<file path="config.mk">
export PLATFORM = sky130hd
export DESIGN_NAME = tesp_timer
export DESIGN_NICKNAME = d
export VERILOG_FILES = /design/src/inc/tesp_pkg.sv /design/src/rtl/tesp_timer.sv
export VERILOG_INCLUDE_DIRS = /design/src /design/src/inc
export SDC_FILE = /design/constraint.sdc
export NUM_CORES = 1
export LEC_CHECK = 0
export ABC_AREA = 1
export BUFFER_PORTS_ARGS = -buffer_cell sky130_fd_sc_hd__buf_2
export CAP_MARGIN = 20
export CORE_ASPECT_RATIO = 1.25
export CORE_MARGIN = 4
export CORE_UTILIZATION = 30
export CTS_CLUSTER_SIZE = 30
export DETAILED_ROUTE_END_ITERATION = 8
export GPL_ROUTABILITY_DRIVEN = 0
export PLACE_DENSITY = 0.54
export RECOVER_POWER = 50
export SLEW_MARGIN = 20
export SYNTH_ARGS = -nofsm -noshare
export SYNTH_HDL_FRONTEND = slang
export SYNTH_SLANG_ARGS = --single-unit
</file>
<file path="constraint.sdc">
create_clock -name ref_clk -period 3.8 [get_ports ref_clk]
set_clock_uncertainty 0.05 [all_clocks]
set_input_delay 0.38 -clock ref_clk [delete_from_list [all_inputs] [get_ports ref_clk]]
set_output_delay 0.38 -clock ref_clk [all_outputs]
set_load 0.1 [all_outputs]
</file>
<file path="src/inc/tesp_defines.svh">
// Constants of the edge-separation and PWM timer block.
`ifndef TESP_DEFINES_SVH
`define TESP_DEFINES_SVH

// ---------------------------------------------------------------------------
// Widths and timing
// ---------------------------------------------------------------------------
`define TESP_CNT_W         32
`define TESP_REF_CLK_MHZ   250
`define TESP_INT_TB_MHZ    40
// Internal timebase approximated by an integer divider of the reference clock.
`define TESP_INT_TB_DIV    ((`TESP_REF_CLK_MHZ + `TESP_INT_TB_MHZ - 1) / `TESP_INT_TB_MHZ)

`endif

</file>
<file path="src/inc/tesp_pkg.sv">
// Types of the edge-separation and PWM timer block.
package tesp_pkg;

    typedef enum logic {
        TESP_MODE_EDGE_SEP,
        TESP_MODE_PWM
    } tesp_mode_t;

    typedef struct packed {
        tesp_mode_t mode;
        logic       ext_clk_sel;
        logic       clk_low_active;
        logic       gate_low_active;
        logic       aux_low_active;
        logic       out_low_active;
    } tesp_cfg_t;

    typedef struct packed {
        logic busy;
        logic done;
    } tesp_status_t;

endpackage

</file>
<file path="src/rtl/tesp_timer.sv">
// Edge-separation measurement and PWM generator timer.
`timescale 1ns/1ps
`include "tesp_defines.svh"

module tesp_timer
    import tesp_pkg::*;
#(
    parameter int CNT_W  = `TESP_CNT_W,
    parameter int TB_DIV = `TESP_INT_TB_DIV
) (
    // Clock and reset
    input  wire logic              ref_clk,
    input  wire logic              reset,
    // Software control
    input  wire tesp_cfg_t         cfg,
    input  wire logic              sw_start,
    input  wire logic              sw_reset,
    input  wire logic [CNT_W-1:0]  initial_count,
    input  wire logic [CNT_W-1:0]  idle_count,
    input  wire logic [CNT_W-1:0]  pulse_count,
    // Pins
    input  wire logic              timer_clock_input,
    input  wire logic              timer_gate_input,
    input  wire logic              timer_aux_input,
    output logic                   timer_pulse_output,
    // Software readback
    output logic [CNT_W-1:0]       current_count,
    output tesp_status_t           status
);

    // ------------------------------------------------------------------
    // Parameter checks
    // ------------------------------------------------------------------
    // These checks act while the design is elaborated, before any clock runs.
    if (CNT_W < 2 || CNT_W > 32) begin : g_bad_cnt_w
        $error("Counter width must lie between 2 and 32.");
    end
    // The divider counter is sixteen bits wide, which bounds the division ratio.
    if (TB_DIV < 1 || TB_DIV > 65536) begin : g_bad_tb_div
        $error("Timebase divider must lie between 1 and 65536.");
    end

    // ------------------------------------------------------------------
    // Helpers
    // ------------------------------------------------------------------
    // One decrement serves the measurement and both PWM phases. A measurement
    // longer than the initial count wraps through zero, so software must start
    // from a value large enough for the longest separation it expects.
    function automatic logic [CNT_W-1:0] tesp_dec(input logic [CNT_W-1:0] value);
        return value - CNT_W'(1);
    endfunction

    // Sequencer states; the tool is free to choose their codes.
    typedef enum logic [1:0] {
        TESP_ST_IDLE,
        TESP_ST_ARMED,
        TESP_ST_RUN,
        TESP_ST_DONE
    } tesp_state_t;

    // Sequencer state and the measurement or phase count.
    tesp_state_t       state;
    tesp_state_t       next_state;
    logic [CNT_W-1:0]  count;
    logic [CNT_W-1:0]  next_count;

    // Divider and the previous pin levels for edge detection.
    logic [15:0]       div_cnt;
    logic              clk_q;
    logic              gate_q;
    logic              aux_q;

    // Level of the PWM output before polarity is applied.
    logic              pwm_active;
    logic              next_pwm_active;

    // ------------------------------------------------------------------
    // Polarity and edge decoding
    // ------------------------------------------------------------------
    // Polarity is applied before edge detection so one detector serves both senses.
    wire clk_lvl  = timer_clock_input ^ cfg.clk_low_active;
    wire gate_lvl = timer_gate_input  ^ cfg.gate_low_active;
    wire aux_lvl  = timer_aux_input   ^ cfg.aux_low_active;
    // The internal tick is an integer division of ref_clk, so the nominal
    // timebase is only approximated and long measurements carry that ratio error.
    wire int_tick = (div_cnt == 16'(TB_DIV - 1));
    wire ext_tick = clk_lvl & ~clk_q;
    wire tb_tick  = cfg.ext_clk_sel ? ext_tick : int_tick;
    wire gate_rise = gate_lvl & ~gate_q;
    wire aux_rise  = aux_lvl & ~aux_q;
    wire is_pwm    = (cfg.mode == TESP_MODE_PWM);
    wire cnt_end   = (count <= CNT_W'(1));

    // ------------------------------------------------------------------
    // Timebase divider and edge history
    // ------------------------------------------------------------------
    // Free-running divider; its wrap pulse is the internal timebase tick.
    // It runs in every state so the tick phase does not depend on start timing.
    always_ff @(posedge ref_clk) begin
        if (reset || int_tick) begin
            div_cnt <= 16'h0000;
        end else begin
            div_cnt <= div_cnt + 16'h0001;
        end
    end

    // Previous levels for the edge detectors. They reset to the inactive level,
    // which is also the idle level after polarity, so no false edge follows reset.
    always_ff @(posedge ref_clk) begin
        if (reset) begin
            clk_q  <= 1'b0;
            gate_q <= 1'b0;
            aux_q  <= 1'b0;
        end else begin
            clk_q  <= clk_lvl;
            gate_q <= gate_lvl;
            aux_q  <= aux_lvl;
        end
    end

    // ------------------------------------------------------------------
    // Sequencing
    // ------------------------------------------------------------------
    // Software reset outranks start so a combined strobe leaves the timer halted.
    // The measurement window is half open: a tick that meets the gate edge is
    // counted, and a tick that meets the auxiliary edge is not.
    always_comb begin
        next_state      = state;
        next_count      = count;
        next_pwm_active = pwm_active;
        if (sw_reset) begin
            next_state      = TESP_ST_IDLE;
            next_count      = initial_count;
            next_pwm_active = 1'b0;
        end else begin
            case (state)
                // Start loads the count for the selected mode; nothing else leaves idle.
                TESP_ST_IDLE: begin
                    if (sw_start) begin
                        next_count = is_pwm ? idle_count : initial_count;
                        next_pwm_active = 1'b0;
                        next_state = is_pwm ? TESP_ST_RUN : TESP_ST_ARMED;
                    end
                end
                TESP_ST_ARMED: begin
                    if (gate_rise) begin
                        next_state = TESP_ST_RUN;
                        // The tick that meets the gate edge opens the first
                        // elapsed period, so it is counted here.
                        if (tb_tick) begin
                            next_count = tesp_dec(count);
                        end
                    end
                end
                TESP_ST_RUN: begin
                    if (!is_pwm) begin
                        if (aux_rise) begin
                            next_state = TESP_ST_DONE;
                        end else if (tb_tick) begin
                            // The count runs down until the auxiliary edge arrives.
                            next_count = tesp_dec(count);
                        end
                    end else if (tb_tick) begin
                        // A zero count phase is skipped after one tick.
                        if (cnt_end) begin
                            next_pwm_active = ~pwm_active;
                            next_count = pwm_active ? idle_count : pulse_count;
                        end else begin
                            next_count = tesp_dec(count);
                        end
                    end
                end
                // The result stands until software restarts or resets the timer.
                TESP_ST_DONE: begin
                    if (sw_start) begin
                        next_count = initial_count;
                        next_state = TESP_ST_ARMED;
                    end
                end
                default: begin
                    next_state = TESP_ST_IDLE;
                end
            endcase
        end
    end

    // State, count and PWM level registers.
    // The count clears on reset; software reset is what loads the initial count.
    always_ff @(posedge ref_clk) begin
        if (reset) begin
            state      <= TESP_ST_IDLE;
            count      <= '0;
            pwm_active <= 1'b0;
        end else begin
            state      <= next_state;
            count      <= next_count;
            pwm_active <= next_pwm_active;
        end
    end

    // ------------------------------------------------------------------
    // Outputs
    // ------------------------------------------------------------------
    // Outputs are decoded from the next values so that every output register
    // changes at the same edge as the state it reports.
    wire out_active = is_pwm ? next_pwm_active : (next_state == TESP_ST_DONE);
    wire out_level  = out_active ^ cfg.out_low_active;
    wire next_busy  = (next_state == TESP_ST_ARMED) || (next_state == TESP_ST_RUN);
    wire next_done  = (next_state == TESP_ST_DONE);

    // In measurement mode the output flags completion; in PWM mode it carries the PWM level.
    always_ff @(posedge ref_clk) begin
        if (reset) begin
            timer_pulse_output <= 1'b0;
            current_count      <= '0;
            status             <= '0;
        end else begin
            timer_pulse_output <= out_level;
            current_count      <= next_count;
            status.busy        <= next_busy;
            status.done        <= next_done;
        end
    end

endmodule

</file>
Word-level counts from Yosys, hierarchy flattened

Index checks and enable logic that the tools add are counted.

Input port bits: 109
Register bits after elaboration: 57
Output and inout port bits: 35
Logic and storage cells: 68

Add/subtract/negate cells: 2
Bitwise gates (word level): 11
Muxes and demuxes: 28
Reductions and logical operators: 4
$lt $le $gt $ge: 1
Equality and inequality tests: 12

Operators with widths:

| kind                                                 | count |
|---|---|
| two-way mux 32 bit                                   | 11 |
| one-hot mux 32 bit (4 select lines)                  | 1 |
| <= comparator 32 x 1 -> 1 bit, second input constant | 1 |
| subtractor 32 x 1 -> 32 bit, second input constant   | 1 |
| adder 16 x 1 -> 16 bit, second input constant        | 1 |
| equality test 16 x 3 -> 1 bit, second input constant | 1 |
| two-way mux 2 bit                                    | 7 |
| inequality test 3 bit, second input constant         | 3 |
| equality test 2 bit, second input constant           | 4 |
| inequality test 4 bit, second input constant         | 2 |
| one-hot mux 2 bit (4 select lines)                   | 1 |
| two-way mux 1 bit                                    | 7 |
| AND reduction 5 bit                                  | 1 |
| equality test 2 x 1 -> 1 bit, second input constant  | 2 |
| NOT 1 bit                                            | 4 |
| bitwise XOR 1 bit                                    | 4 |
| bitwise AND 1 bit                                    | 3 |
| zero test 2 bit                                      | 1 |
| logical OR 1 bit                                     | 2 |
| one-hot mux 1 bit (2 select lines)                   | 1 |

Depth between registers and ports, before layout

Depth after elaboration: 9
Mapped depth: 16
Mapped depth without buffers: 15

Worst setup path before layout

OpenSTA, ideal clock, no wires.

Path type: reg2reg
From: register, netlist name current_count[0]
To: register current_count[2]
Slack: 1.201 ns
Arrival: 2.428 ns
Cell stages (with the launch flop): 14
Clock period less this slack: 2.599 ns
Buffers on the path: 1
Required time: 3.629 ns
Setup time: 0.121 ns
Cell sequence: dfxtp_1 -> inv_1 -> ha_1 -> nand2_2 -> inv_1 -> nand2_1 -> nand2_2 -> nand3_2 -> buf_6 -> nand2_1 -> nand3_1 -> nand3_1 -> o21ai_1 -> a21oi_2

RTL lines:

| element              | line              | source |
|---|---|---|
| end signal, assigned | tesp_timer.sv:219 | `current_count <= next_count;` |
| end, declared        | tesp_timer.sv:27  | `output logic [CNT_W-1:0] current_count,` |

Worst setup path after layout

From: register state[0]
To: register timer_pulse_output

Elaborated cells on any way between the ends: 16
Those cells by class: eq/ne: 4; mux: 10; bitwise: 1; reduce/logical: 1

RTL lines:

| element                                           | line              | source |
|---|---|---|
| start, declared                                   | tesp_timer.sv:62  | `tesp_state_t state;` |
| start signal, assigned                            | tesp_timer.sv:195 | `state <= next_state;` |
| equality test 2 bit, or another cell as far along | tesp_timer.sv:136 | `case (state)` |
| one-hot mux 2 bit (4 select lines) (*)            | tesp_timer.sv:136 |  |
| two-way mux 2 bit (*)                             | tesp_timer.sv:131 | `if (sw_reset) begin` |
| net next_state[1]                                 | tesp_timer.sv:63  | `tesp_state_t next_state;` |
| equality test 2 bit (*)                           | --                |  |
| net next_done                                     | tesp_timer.sv:209 | `wire next_done = (next_state == TESP_ST_DONE);` |
| two-way mux 1 bit (*)                             | tesp_timer.sv:206 | `wire out_active = is_pwm ? next_pwm_active : (next_state == TESP_ST_DONE);` |
| bitwise XOR 1 bit (*)                             | tesp_timer.sv:207 | `wire out_level = out_active ^ cfg.out_low_active;` |
| end signal, assigned                              | tesp_timer.sv:218 | `timer_pulse_output <= out_level;` |
| end, declared                                     | tesp_timer.sv:25  | `output logic timer_pulse_output,` |

Mark *: on every way through the listed nets, which the timed path passes. The rest lies on a longest branch.
A chain may end at the register's enable or synchronous reset.

==> results.json <==
{
  "outcome": "complete, but fails checks",
  "violations": "capacitance limit, slew limit",
  "ys_ff_latch": 57,
  "vias": 7242,
  "synth_enable_flop_cells": 0,
  "tightestPinTransition_ns": 1.715,
  "cts_hold_buf": 0,
  "core_area_sq_um": 20030,
  "final_util_pct": 35.84,
  "synth_area_per_cell_sq_um": 5.645,
  "die_h_um": 167.3,
  "relSlewSlack_pct": -14.32,
  "grt_max_degree": 53,
  "route.antenna.remaining_nets": 0,
  "cts.reportedPaths.clkPinSlew_ns": 0.06,
  "routedWlPerCell_um": 15.87,
  "irDropWorstVdd_mv": 0.2155,
  "p_per_area_nw_per_um2": 371.4,
  "grt.total_usage_pct": 20.18,
  "die_area_sq_um": 22660,
  "yosysWarnings": 0,
  "cts_sinks": 57,
  "async_flop_share_pct": 0,
  "cts_root_buf": "clkbuf_16",
  "grt_pass1_vias": 6977,
  "ios": 144,
  "arrival_ns": 3.05,
  "critPathKind": "reg -> reg",
  "worst_slack_ns": 0.9455,
  "design_area_sq_um": 7178,
  "drt_iter0_drc": 485,
  "antenna_cells": 0,
  "p_leak_uw": 0.003403,
  "cp-start-kind": "register",
  "dr.pass1.iters": 7,
  "synth.area.top_cells": "dfxtp_1 19%, nand2_1 18%, nor2_1 9.4%, nand3_1 9.1%, inv_1 5.7%",
  "antenna_found_initial": 1,
  "dp_hpwl_um": 16580,
  "cap_viol_max_count": 2,
  "holdCritPathClass": "in -> reg",
  "rsz0062_at_grt": "false",
  "yosysSeqAreaShare_pct": 18.73,
  "synth_largest_type_area_fraction_pct": 18.73,
  "synth_top_area_cell": "dfxtp_1",
  "initial_core_util_pct": 30.41,
  "drc": 0,
  "cts_max_path_buffers": 2,
  "place_worst_setup_slack_ns": 1.171,
  "cts_buffers": 9,
  "fin_tns_setup_ns": 0,
  "dpl-instance-area_sq_um": 6907,
  "cts_max_level": 3,
  "insertion_delay_ns": 0.35,
  "fin_nets": 1304,
  "worst_ep_required_time_ns": 3.99,
  "synth_ff_type": "dfxtp_1",
  "min_period_ns": 2.855,
  "hold_ws_ns": 0.2456,
  "drive_gt1_share_pct": 17.17,
  "die_w_um": 135.4,
  "final-hold-violation-count": 0,
  "syn2layout_area_growth_pct": 17.85,
  "grt-ovfl-total": 0,
  "ctsResizeCount": 0,
  "rows": 58,
  "drv_slew": 64,
  "path_max_fanout": 31,
  "syn_nets": 1193,
  "end_kind": "register",
  "synth_cells": 1079,
  "syn_area_sq_um": 6091,
  "vias_per_cell": 4.947,
  "cts_tree": "yes",
  "grt_pass1_wl_um": 36260,
  "period_share_pct": 75.12,
  "postCtsSetupBuffers": 0,
  "numPortBuffers": 143,
  "fmax_mhz": 350.3,
  "setup_viol": 0,
  "synth_cell_types": 41,
  "drt-total-wl_um": 23230
}
[placed cells by master, fill, tap and decap left out, types with 16 or more instances in the layout]
master and instances:
a21oi_1 64, buf_2 111, clkbuf_1 34, dfxtp_1 57, inv_1 93, nand2_1 287
nand2_2 16, nand3_1 111, nor2_1 151, o21ai_0 60, o21ai_1 34, xor2_1 24
[path summary, 6_finish.rpt]
check                         start                 end  slack [ns]  cells after the start
setup / recovery           state[0]  timer_pulse_output        0.95                     10
hold reg to reg          div_cnt[0]          div_cnt[0]        0.43                      1
setup reg to reg           state[0]  timer_pulse_output        0.95                     10
hold / removal    timer_clock_input               clk_q        0.25                      4
[metal layers]
metal	global-route usage, %	vias up	wire length, um
met4	5.612	2	438
met1	24.08	3293	9428
li1	-	3701	-
met2	35.98	214	11720
met3	4.597	32	1627
met5	0	-	12
[logic make-up after synthesis]
group           share of synthesized area (%)
compound gates                          16.80
xor+xnor                                4.314
simple gates                            45.95
fa+ha+maj                               1.027
buf+inv                                 12.02
mux                                     1.150
flops                                   18.73
[critical path, cell delays in order (launching register included)]
cell and delay, ns:
dfxtp_1 0.34, nor2_2 0.13, clkbuf_1 1.25, o21ai_0 0.24, o211ai_1 0.20, nor2_1 0.08, ha_1 0.20, nand2_1 0.09
nand3_1 0.08, nand2_1 0.06, nor2_1 0.04
[sequential cells by signal, indices dropped and copies added (netlist names)]
signal              flops
timer_pulse_output      1
current_count          32
status                  2
aux_q                   1
gate_q                  1
div_cnt                16
state                   2
pwm_active              1
clk_q                   1
[layout make-up]
cell class,instances,area [sq um]
clock buffers,10,239.0
clock inverters,5,80.08
fillers,2310,12850
inverters,108,405.4
multi-input cells,860,4224
flip-flops and latches,57,1141
well taps,270,337.8
repair buffers,154,750.7
[Yosys cell counts, drive strengths merged (7+ instances only)]
master  number
a21oi       71
buf         29
clkbuf      25
dfxtp       57
inv        106
mux2i        7
nand2      306
nand3      115
nand3b      11
nand4        8
nor2       171
nor3        11
o211ai      14
o21ai       94
xor2        24
[power by group]
group          internal [uW]  switching (uW)
clock                    587             327
combinational            270             756
sequential               643            81.5
[per-stage QoR]
step,power (uW),std cells
final,2666,1464
after CTS,2689,1464
after global placement,1766,1449
after floorplan,1515,1079
after detailed placement,1772,1449
after global routing,2812,1464
No activity file was read; power rests on OpenSTA's default activity.
